### config.mk
export PLATFORM = sky130hd
export DESIGN_NAME = far_supervisor
export DESIGN_NICKNAME = d
export VERILOG_FILES = /design/src/common/far_pkg.sv /design/src/logic/far_supervisor.sv
export SDC_FILE = /design/constraint.sdc
export NUM_CORES = 1
export LEC_CHECK = 0
export ABC_AREA = 1
export BUFFER_PORTS_ARGS = -buffer_cell sky130_fd_sc_hd__buf_2
export CORE_MARGIN = 2
export CORE_UTILIZATION = 59
export DETAILED_ROUTE_END_ITERATION = 10
export PLACE_DENSITY = 0.9
export SKIP_CTS_REPAIR_TIMING = 1
export SLEW_MARGIN = 15
export SYNTH_ARGS = -nofsm -noshare
export SYNTH_HDL_FRONTEND = slang
export SYNTH_SLANG_ARGS = --single-unit
### constraint.sdc
create_clock -name clk -period 4.6 [get_ports clk]
set_clock_uncertainty 0.15 [all_clocks]
set_input_delay 0.46 -clock clk [delete_from_list [all_inputs] [get_ports clk]]
set_output_delay 0.46 -clock clk [all_outputs]
set_load 0.02 [all_outputs]
### src/common/far_pkg.sv
/*
 package for the fault auto-restart supervisor: fault indices, start modes,
 state encoding, timing counts and the packed carriers used at the ports.
 assumes a single 10 MHz control clock.
*/
package far_pkg;

  localparam int          FAR_NUM_FAULTS    = 5;
  localparam int          FAR_F_UNDERVOLT   = 0;
  localparam int          FAR_F_OVERVOLT    = 1;
  localparam int          FAR_F_OVERCURR    = 2;
  localparam int          FAR_F_REFLOSS     = 3;
  localparam int          FAR_F_TEMP        = 4;

  localparam int          FAR_CLK_HZ        = 10_000_000;
  localparam int          FAR_TICK_US       = 1000;
  localparam int          FAR_TICK_CYCLES   = FAR_CLK_HZ / 1_000_000 * FAR_TICK_US;
  localparam int          FAR_CNT_W         = 8;
  localparam int          FAR_TRIAL_W       = 20;
  localparam logic [7:0]  FAR_TRIES_RST     = 8'h00;
  localparam logic [19:0] FAR_TRIAL_RST     = 20'h00000;

  typedef enum logic
  {
    FAR_START_RAMP   = 1'b0,
    FAR_START_FLYING = 1'b1
  } far_start_mode_t;

  typedef enum logic [1:0]
  {
    FAR_ST_RUN     = 2'b00,
    FAR_ST_WAIT    = 2'b01,
    FAR_ST_LOCKOUT = 2'b10
  } far_state_t;

  typedef struct packed
  {
    logic [FAR_NUM_FAULTS-1:0] trip;
    logic [FAR_NUM_FAULTS-1:0] normal;
  } far_fault_t;

  typedef struct packed
  {
    logic [FAR_NUM_FAULTS-1:0] enable;
    logic [FAR_CNT_W-1:0]      max_tries;
    logic [FAR_TRIAL_W-1:0]    trial_ms;
    far_start_mode_t           start_mode;
  } far_cfg_t;

  typedef struct packed
  {
    logic            restart;
    far_start_mode_t mode;
  } far_cmd_t;

endpackage

### src/logic/far_supervisor.sv
/*
 fault auto-restart supervisor: watches trip events and return-to-normal levels,
 issues restart pulses, limits restarts per trial window.
 a restart comes once every latched fault has been normal for NORMAL_HOLD + 1 cycles;
 the trial window opens at a restart and runs cfg.trial_ms milliseconds.
 limitation: a max_tries of zero never restarts, every qualifying fault locks out.
 assumes all inputs come from logic on the same clock; faults latch internally
 until a restart or a manual reset, which clear_lockout stands for here.
 assumes the enables and the start mode are held steady while a fault is pending.
*/
// Overview of operation
// - restart only after trips whose fault type has its restart enable set
// - at most the configured number of restarts within one trial window
// - trial window starts timing at the first restart, not at the fault
// - restart count cleared when the trial window elapses within the limit
// - after clearing, the next qualifying fault begins a fresh sequence and window
// - start mode 0 ramps, mode 1 uses flying start
// - undervoltage restart waits for bus voltage back at normal level
// - overvoltage restart waits for bus voltage back at normal level
// - overcurrent restart only when its enable is 1
// - reference-loss restart waits for current reference at or above minimum
// - temperature restart waits for heatsink temperature inside its window
module far_supervisor
  import far_pkg::*;
#(
  parameter int NORMAL_HOLD = 16
)
(
  input  wire logic                             clk,
  input  wire logic                             sys_rst,
  input  wire far_pkg::far_fault_t              faults,
  input  wire far_pkg::far_cfg_t                cfg,
  input  wire logic                             clear_lockout,
  output far_pkg::far_cmd_t                     cmd,
  output logic                                  faulted,
  output logic                                  lockout,
  output logic [far_pkg::FAR_CNT_W-1:0]         restart_count,
  output logic                                  window_open
);

  import far_pkg::*;

  localparam int HOLD_W = $clog2(NORMAL_HOLD + 1);
  localparam int TICK_W = $clog2(FAR_TICK_CYCLES + 1);

  typedef struct packed
  {
    far_state_t                state;
    logic [FAR_NUM_FAULTS-1:0] pending;
    logic [HOLD_W-1:0]         hold;
    logic [FAR_CNT_W-1:0]      count;
    logic                      win;
    logic [FAR_TRIAL_W-1:0]    win_ms;
    logic [TICK_W-1:0]         tick;
    far_cmd_t                  cmd;
  } far_regs_t;

  // one value for power-up and for leaving lockout, so both start from the same place
  localparam far_regs_t REGS_RESET = '{
    state:   FAR_ST_RUN,
    pending: '0,
    hold:    '0,
    count:   FAR_TRIES_RST,
    win:     1'b0,
    win_ms:  FAR_TRIAL_RST,
    tick:    '0,
    cmd:     '{restart: 1'b0, mode: FAR_START_RAMP}
  };

  far_regs_t st_reg;
  far_regs_t st_next;

  logic [FAR_NUM_FAULTS-1:0] fault_seen;
  logic [FAR_NUM_FAULTS-1:0] fault_ready;
  logic [FAR_NUM_FAULTS-1:0] fault_refused;
  logic [FAR_NUM_FAULTS-1:0] fault_allowed;
  logic                      trip_now;
  logic                      all_normal;
  logic                      any_refused;
  logic                      any_allowed;
  logic                      limit_used;
  logic                      hold_done;
  logic                      ms_tick;
  logic                      win_done;

  // one slice per fault type: latched, back to normal, refused, allowed to restart
  for (genvar f = 0; f < FAR_NUM_FAULTS; f++)
  begin : g_fault
    assign fault_seen[f]    = st_reg.pending[f] | faults.trip[f];
    // a fault that never latched does not hold back a restart
    assign fault_ready[f]   = faults.normal[f] | ~fault_seen[f];
    assign fault_refused[f] = fault_seen[f] & ~cfg.enable[f];
    assign fault_allowed[f] = fault_seen[f] & cfg.enable[f];
  end

  always_comb
  begin
    trip_now    = |faults.trip;
    all_normal  = &fault_ready;
    any_refused = |fault_refused;
    any_allowed = |fault_allowed;
    hold_done   = (st_reg.hold >= HOLD_W'(NORMAL_HOLD));
    ms_tick     = (st_reg.tick == TICK_W'(FAR_TICK_CYCLES - 1));
    win_done    = st_reg.win && ms_tick && (st_reg.win_ms + 20'h00001 >= cfg.trial_ms);
    // a window that ends this cycle frees the limit at once
    if (win_done)
      limit_used = (cfg.max_tries == '0);
    else
      limit_used = (st_reg.count >= cfg.max_tries);

    st_next             = st_reg;
    st_next.cmd.restart = 1'b0;
    st_next.pending     = fault_seen;

    // millisecond prescaler and window counter only run while a window is open
    if (st_reg.win)
    begin
      if (ms_tick)
      begin
        st_next.tick   = '0;
        st_next.win_ms = st_reg.win_ms + 20'h00001;
      end
      else
      begin
        st_next.tick = st_reg.tick + TICK_W'(1);
      end
    end
    if (win_done)
    begin
      // limit was held over the whole window
      st_next.win    = 1'b0;
      st_next.count  = FAR_TRIES_RST;
      st_next.win_ms = FAR_TRIAL_RST;
      st_next.tick   = '0;
    end

    case (st_reg.state)
      FAR_ST_RUN:
      begin
        if (trip_now)
        begin
          st_next.state = FAR_ST_WAIT;
        end
        st_next.hold = '0;
      end
      FAR_ST_WAIT:
      begin
        if (any_refused)
        begin
          st_next.state = FAR_ST_LOCKOUT;
        end
        else if (limit_used)
        begin
          // no restart left in this window: stay faulted
          st_next.state = FAR_ST_LOCKOUT;
        end
        else if (!all_normal || trip_now)
        begin
          st_next.hold = '0;
        end
        else if (!hold_done)
        begin
          st_next.hold = st_reg.hold + HOLD_W'(1);
        end
        else if (any_allowed)
        begin
          st_next.cmd.restart = 1'b1;
          st_next.cmd.mode    = cfg.start_mode;
          st_next.count       = st_next.count + FAR_CNT_W'(1);
          st_next.pending     = '0;
          st_next.hold        = '0;
          st_next.state       = FAR_ST_RUN;
          // the window opens at a restart, never at the fault
          if (!st_reg.win || win_done)
          begin
            st_next.win    = 1'b1;
            st_next.win_ms = FAR_TRIAL_RST;
            st_next.tick   = '0;
          end
        end
      end
      FAR_ST_LOCKOUT:
      begin
        // stays faulted until an outside reset
        if (clear_lockout)
        begin
          st_next         = REGS_RESET;
          // a trip in the clearing cycle is kept, not lost
          st_next.pending = faults.trip;
          if (trip_now)
          begin
            st_next.state = FAR_ST_WAIT;
          end
        end
      end
      default:
      begin
        st_next.state = FAR_ST_LOCKOUT;
      end
    endcase
  end

  always_ff @(posedge clk)
  begin
    if (sys_rst)
    begin
      st_reg <= REGS_RESET;
    end
    else
    begin
      st_reg <= st_next;
    end
  end

  // every output comes straight from the state register
  assign cmd           = st_reg.cmd;
  assign faulted       = (st_reg.state != FAR_ST_RUN);
  assign lockout       = (st_reg.state == FAR_ST_LOCKOUT);
  assign restart_count = st_reg.count;
  assign window_open   = st_reg.win;

endmodule

==> flow_results.org <==
** Detailed routing
- For this run, design rule violations remaining after detail routing come to 0.
- Via count :: 4,374
- Wire per inst :: 13.3 µm
- After the first detailed-routing iteration, the DRC count stood at around 370.
- Aggregate routed wire length :: 10.8 mm
- Antenna Violating Nets Remaining :: 0
- In the routed layout, each cell is associated on average with a via count of 5.41.
- The pre-antenna-repair detailed-routing pass consisted of 5 iterations.

** Logic synthesis
- After synthesis, the largest family of logic cells by area is simple AND/OR/NAND/NOR gates.
- The average instance in the mapped netlist occupies 6.74 µm².
- Synth Cell Area :: 4390 µm²
- Area share of and/or/nand/nor cells after synthesis :: 0.341
- Of the total synthesized cell area, the portion taken by full adders, half adders and majority gates is 0.106.
- Post-synthesis instance total :: 651
- Counting flops and latches in the post-synthesis netlist gives 57.
- Share of synthesized area occupied by flip-flops and latches :: 0.260
- For this run, the leading register cell type out of synthesis is sky130_fd_sc_hd__dfxtp_1.
- After synthesis, the share of cell area in mux cells is 0.00228.
- Post-synth EDFFs :: 0
- In this run, distinct cell masters in the synthesized netlist total 47.
- Compound-gate portion of the synthesized area :: 0.104
- After synthesis, the share of flip-flops with an asynchronous set or reset is 0.
- Syn Nets :: 735
- Area share of xor/xnor cells in the synthesized design :: 0.0559
- Count of synthesis-stage warnings from yosys :: 0

** Timing
- The number of max-slew violations in the final report came to 0.
- Worst hold slack across all endpoints :: 0.216 ns
- The worst path in the final design needs a cycle of roughly 4.4 ns, including I/O delays and setup.
- For the pin with the worst max-slew slack, the measured transition is roughly 0.63 ns.
- Setup violations remaining at the end of the flow were counted as 0.
- Timing would allow up to between 200 and 250 MHz.
- The worst pin sits at a relative slew slack of 0.573.
- Dividing the final minimum period by the clock period gives 0.951.
- Once routing completed, OpenROAD measured the worst setup slack at 0.226 ns.
- Final-report hold violation count :: 0

** Floorplan
- Die area :: 8140 µm²
- Initial Util :: 0.608
- The floorplan step set the die width to 90.2 µm.
- In this run the count of I/O pins placed on the die edge is 60.
- Measured along the y axis, the die boundary spans between 90 and 100 µm.
- The floorplan step defined a core boundary enclosing 7210 µm².
- Cell Rows :: 31

** Final layout
- In the final layout, the share of cells above drive strength 1 is 0.177.
- The top cell types in the final layout, fill and taps aside, are 144 x sky130_fd_sc_hd__nand2_1, 108 x sky130_fd_sc_hd__inv_1, 74 x sky130_fd_sc_hd__nor2_1.
- The library cell used most frequently in the layout, excluding fill and tap cells, is sky130_fd_sc_hd__nand2_1.
- Max reg flops :: 46
- Final Net Count :: 791
- Synth-to-layout area growth :: 12.2%
- Total inserted antenna cells :: 0

** Worst setup path
- Kind of critical path :: reg -> reg
- Sort of element at the end of the critical path :: flip-flop
- Path depth of the worst reg2reg path :: 29
- Total stage count of the critical path :: 29
- Most repeated library cell on the critical path :: sky130_fd_sc_hd__nand2_1
- Data on the critical path arrives at its endpoint at between 4 and 5 ns.
- For the worst setup path, the data required time is 4.74 ns.
- Among all stages on the critical path, the largest delay is contributed by sky130_fd_sc_hd__dfxtp_1.
- Startpoint class of the critical path :: flip-flop
- Worst Path Max Fanout :: 6
- Buf/Inv on CP :: 5
- Largest stage delay, worst path :: 0.36 ns
- Broken down by cell family, the worst path's largest delay share belongs to simple AND/OR/NAND/NOR gates.

** Power and ir drop
- In this run the static leakage power is 2.47 nW.
- Power density cells :: around 340 nW/µm²
- Post-layout power :: 1.67 mW
- Across the VDD grid, the largest voltage drop is 0.195 mV.

** Clocking
- Counting along the longest clock path gives a buffer depth of 2.
- Number of CTS-inserted buffers :: 9
- H-tree Lvls :: 3
- Clock tree from TritonCTS :: yes
- Sinks on Clock Net :: 57
- In this run the clock root is driven by a sky130_fd_sc_hd__clkbuf_8.
- Clock-pin transition on the worst setup and hold timing paths :: around 0.06 ns
- The clock reaches the later pin of the worst-skew pair after roughly 0.35 ns.

** Hold path
- The worst hold path belongs to the class in -> reg.
- Worst hold path depth :: 3

** GRT
- Via count of the first global-routing pass :: 4,097
- Global routing finished with a remaining overflow of 0.
- Wire length of the first global-routing pass :: 17.5 mm
- Maximum number of pins on one net before global-route repair :: 22
- Across every metal layer, demand over resource in global routing totals 0.259.
- The number of antenna violations at the first check in global routing was 0.

** Place
- Once detailed placement completed, the half-perimeter wirelength came to between 8 and 9 mm.
- Final weighted congestion of routability-driven global placement :: 0.947
- Port Buffers :: between 50 and 60
- OpenSTA, run right after detailed placement, puts the worst setup slack at 0.0896 ns.

** Job
- Max capacitance violation total :: 0

** Outcome
- Status :: complete, no violations
## layer usage
metal,vias to the layer above,global-route usage,share of wire
li1,2165,-,-
met1,2008,0.314,0.41
met4,0,0.100,0.018
met3,22,0.0478,0.068
met2,179,0.452,0.50
met5,-,0,0
## stage by stage
step,util,setup TNS (ns),instance area [µm²],cells
finish,0.682,0,4920,809
global route,0.682,-0.0480,4920,809
CTS,0.670,0,4830,804
detailed placement,0.648,0,4670,790
global placement,0.648,0,4670,790
floorplan,-,0,4390,651
## synth_stat cells (2+ instances only)
cell type / instances / share of area
sky130_fd_sc_hd__nand2_1: 145 / 0.12
sky130_fd_sc_hd__inv_1: 108 / 0.092
sky130_fd_sc_hd__nor2_1: 76 / 0.065
sky130_fd_sc_hd__dfxtp_1: 57 / 0.26
sky130_fd_sc_hd__ha_1: 37 / 0.11
sky130_fd_sc_hd__a21oi_1: 33 / 0.038
sky130_fd_sc_hd__nand3_1: 27 / 0.031
sky130_fd_sc_hd__xor2_1: 24 / 0.048
sky130_fd_sc_hd__o21ai_0: 23 / 0.026
sky130_fd_sc_hd__nand4_1: 13 / 0.019
sky130_fd_sc_hd__nor3_1: 13 / 0.015
sky130_fd_sc_hd__buf_4: 11 / 0.019
sky130_fd_sc_hd__nor2_2: 9 / 0.013
sky130_fd_sc_hd__nor4_1: 6 / 0.0086
sky130_fd_sc_hd__a21oi_2: 5 / 0.010
sky130_fd_sc_hd__clkbuf_1: 5 / 0.0043
sky130_fd_sc_hd__inv_2: 5 / 0.0043
sky130_fd_sc_hd__nand3_2: 5 / 0.011
sky130_fd_sc_hd__nand2_2: 4 / 0.0057
sky130_fd_sc_hd__o22ai_1: 4 / 0.0057
sky130_fd_sc_hd__xnor2_1: 4 / 0.0080
sky130_fd_sc_hd__nand3_4: 3 / 0.012
sky130_fd_sc_hd__nor3_4: 3 / 0.011
sky130_fd_sc_hd__o21bai_1: 3 / 0.0051
sky130_fd_sc_hd__a22oi_1: 2 / 0.0034
sky130_fd_sc_hd__a31oi_1: 2 / 0.0029
sky130_fd_sc_hd__nor2_4: 2 / 0.0051
sky130_fd_sc_hd__nor3_2: 2 / 0.0046
sky130_fd_sc_hd__o21ai_1: 2 / 0.0023
## power by group
group / internal (mW) / total [mW] / leakage, nW / switching, mW
logic: 0.199 / 0.672 / 1.93 / 0.473
clock network: 0.220 / 0.412 / 0.0826 / 0.193
registers: 0.547 / 0.584 / 0.462 / 0.0370
total: 0.966 / 1.67 / 2.47 / 0.702
## worst min-delay path, cell delays in order
cell,delay [ns]
sky130_fd_sc_hd__buf_2,0.10
sky130_fd_sc_hd__nand2_1,0.06
sky130_fd_sc_hd__o21ai_1,0.05
## logic make-up (layout without fill, tap and decap cells)
group                    Yosys count  in the layout
AND/OR/NAND/NOR                  314            314
buffers and inverters            135            194
AO/OA/AOI/OAI                     79             79
flip-flops                        57             57
adder cells (fa/ha/maj)           37             37
XOR/XNOR                          28             28
multiplexers                       1              1
## final cells by class
cell class	instances	area, µm²
multi-input cells	459	2720
repair buffers	65	340
fillers	607	2290
flip-flops and latches	57	1140
clock buffers	14	163
inverters	115	434
well taps	99	124
## final timing paths
kind | from | to | slack [ns]
worst max-delay path | st_reg[17]$_SDFF_PP0_ | restart_count[6]$_SDFF_PP0_ | 0.23
worst min-delay path | cfg[0] | cmd[0]$_SDFFE_PP0P_ | 0.22
worst max register to register | st_reg[17]$_SDFF_PP0_ | restart_count[6]$_SDFF_PP0_ | 0.23
worst min register to register | st_reg[3]$_SDFF_PP0_ | st_reg[3]$_SDFF_PP0_ | 0.34
Power figures use the tool's default switching activity.
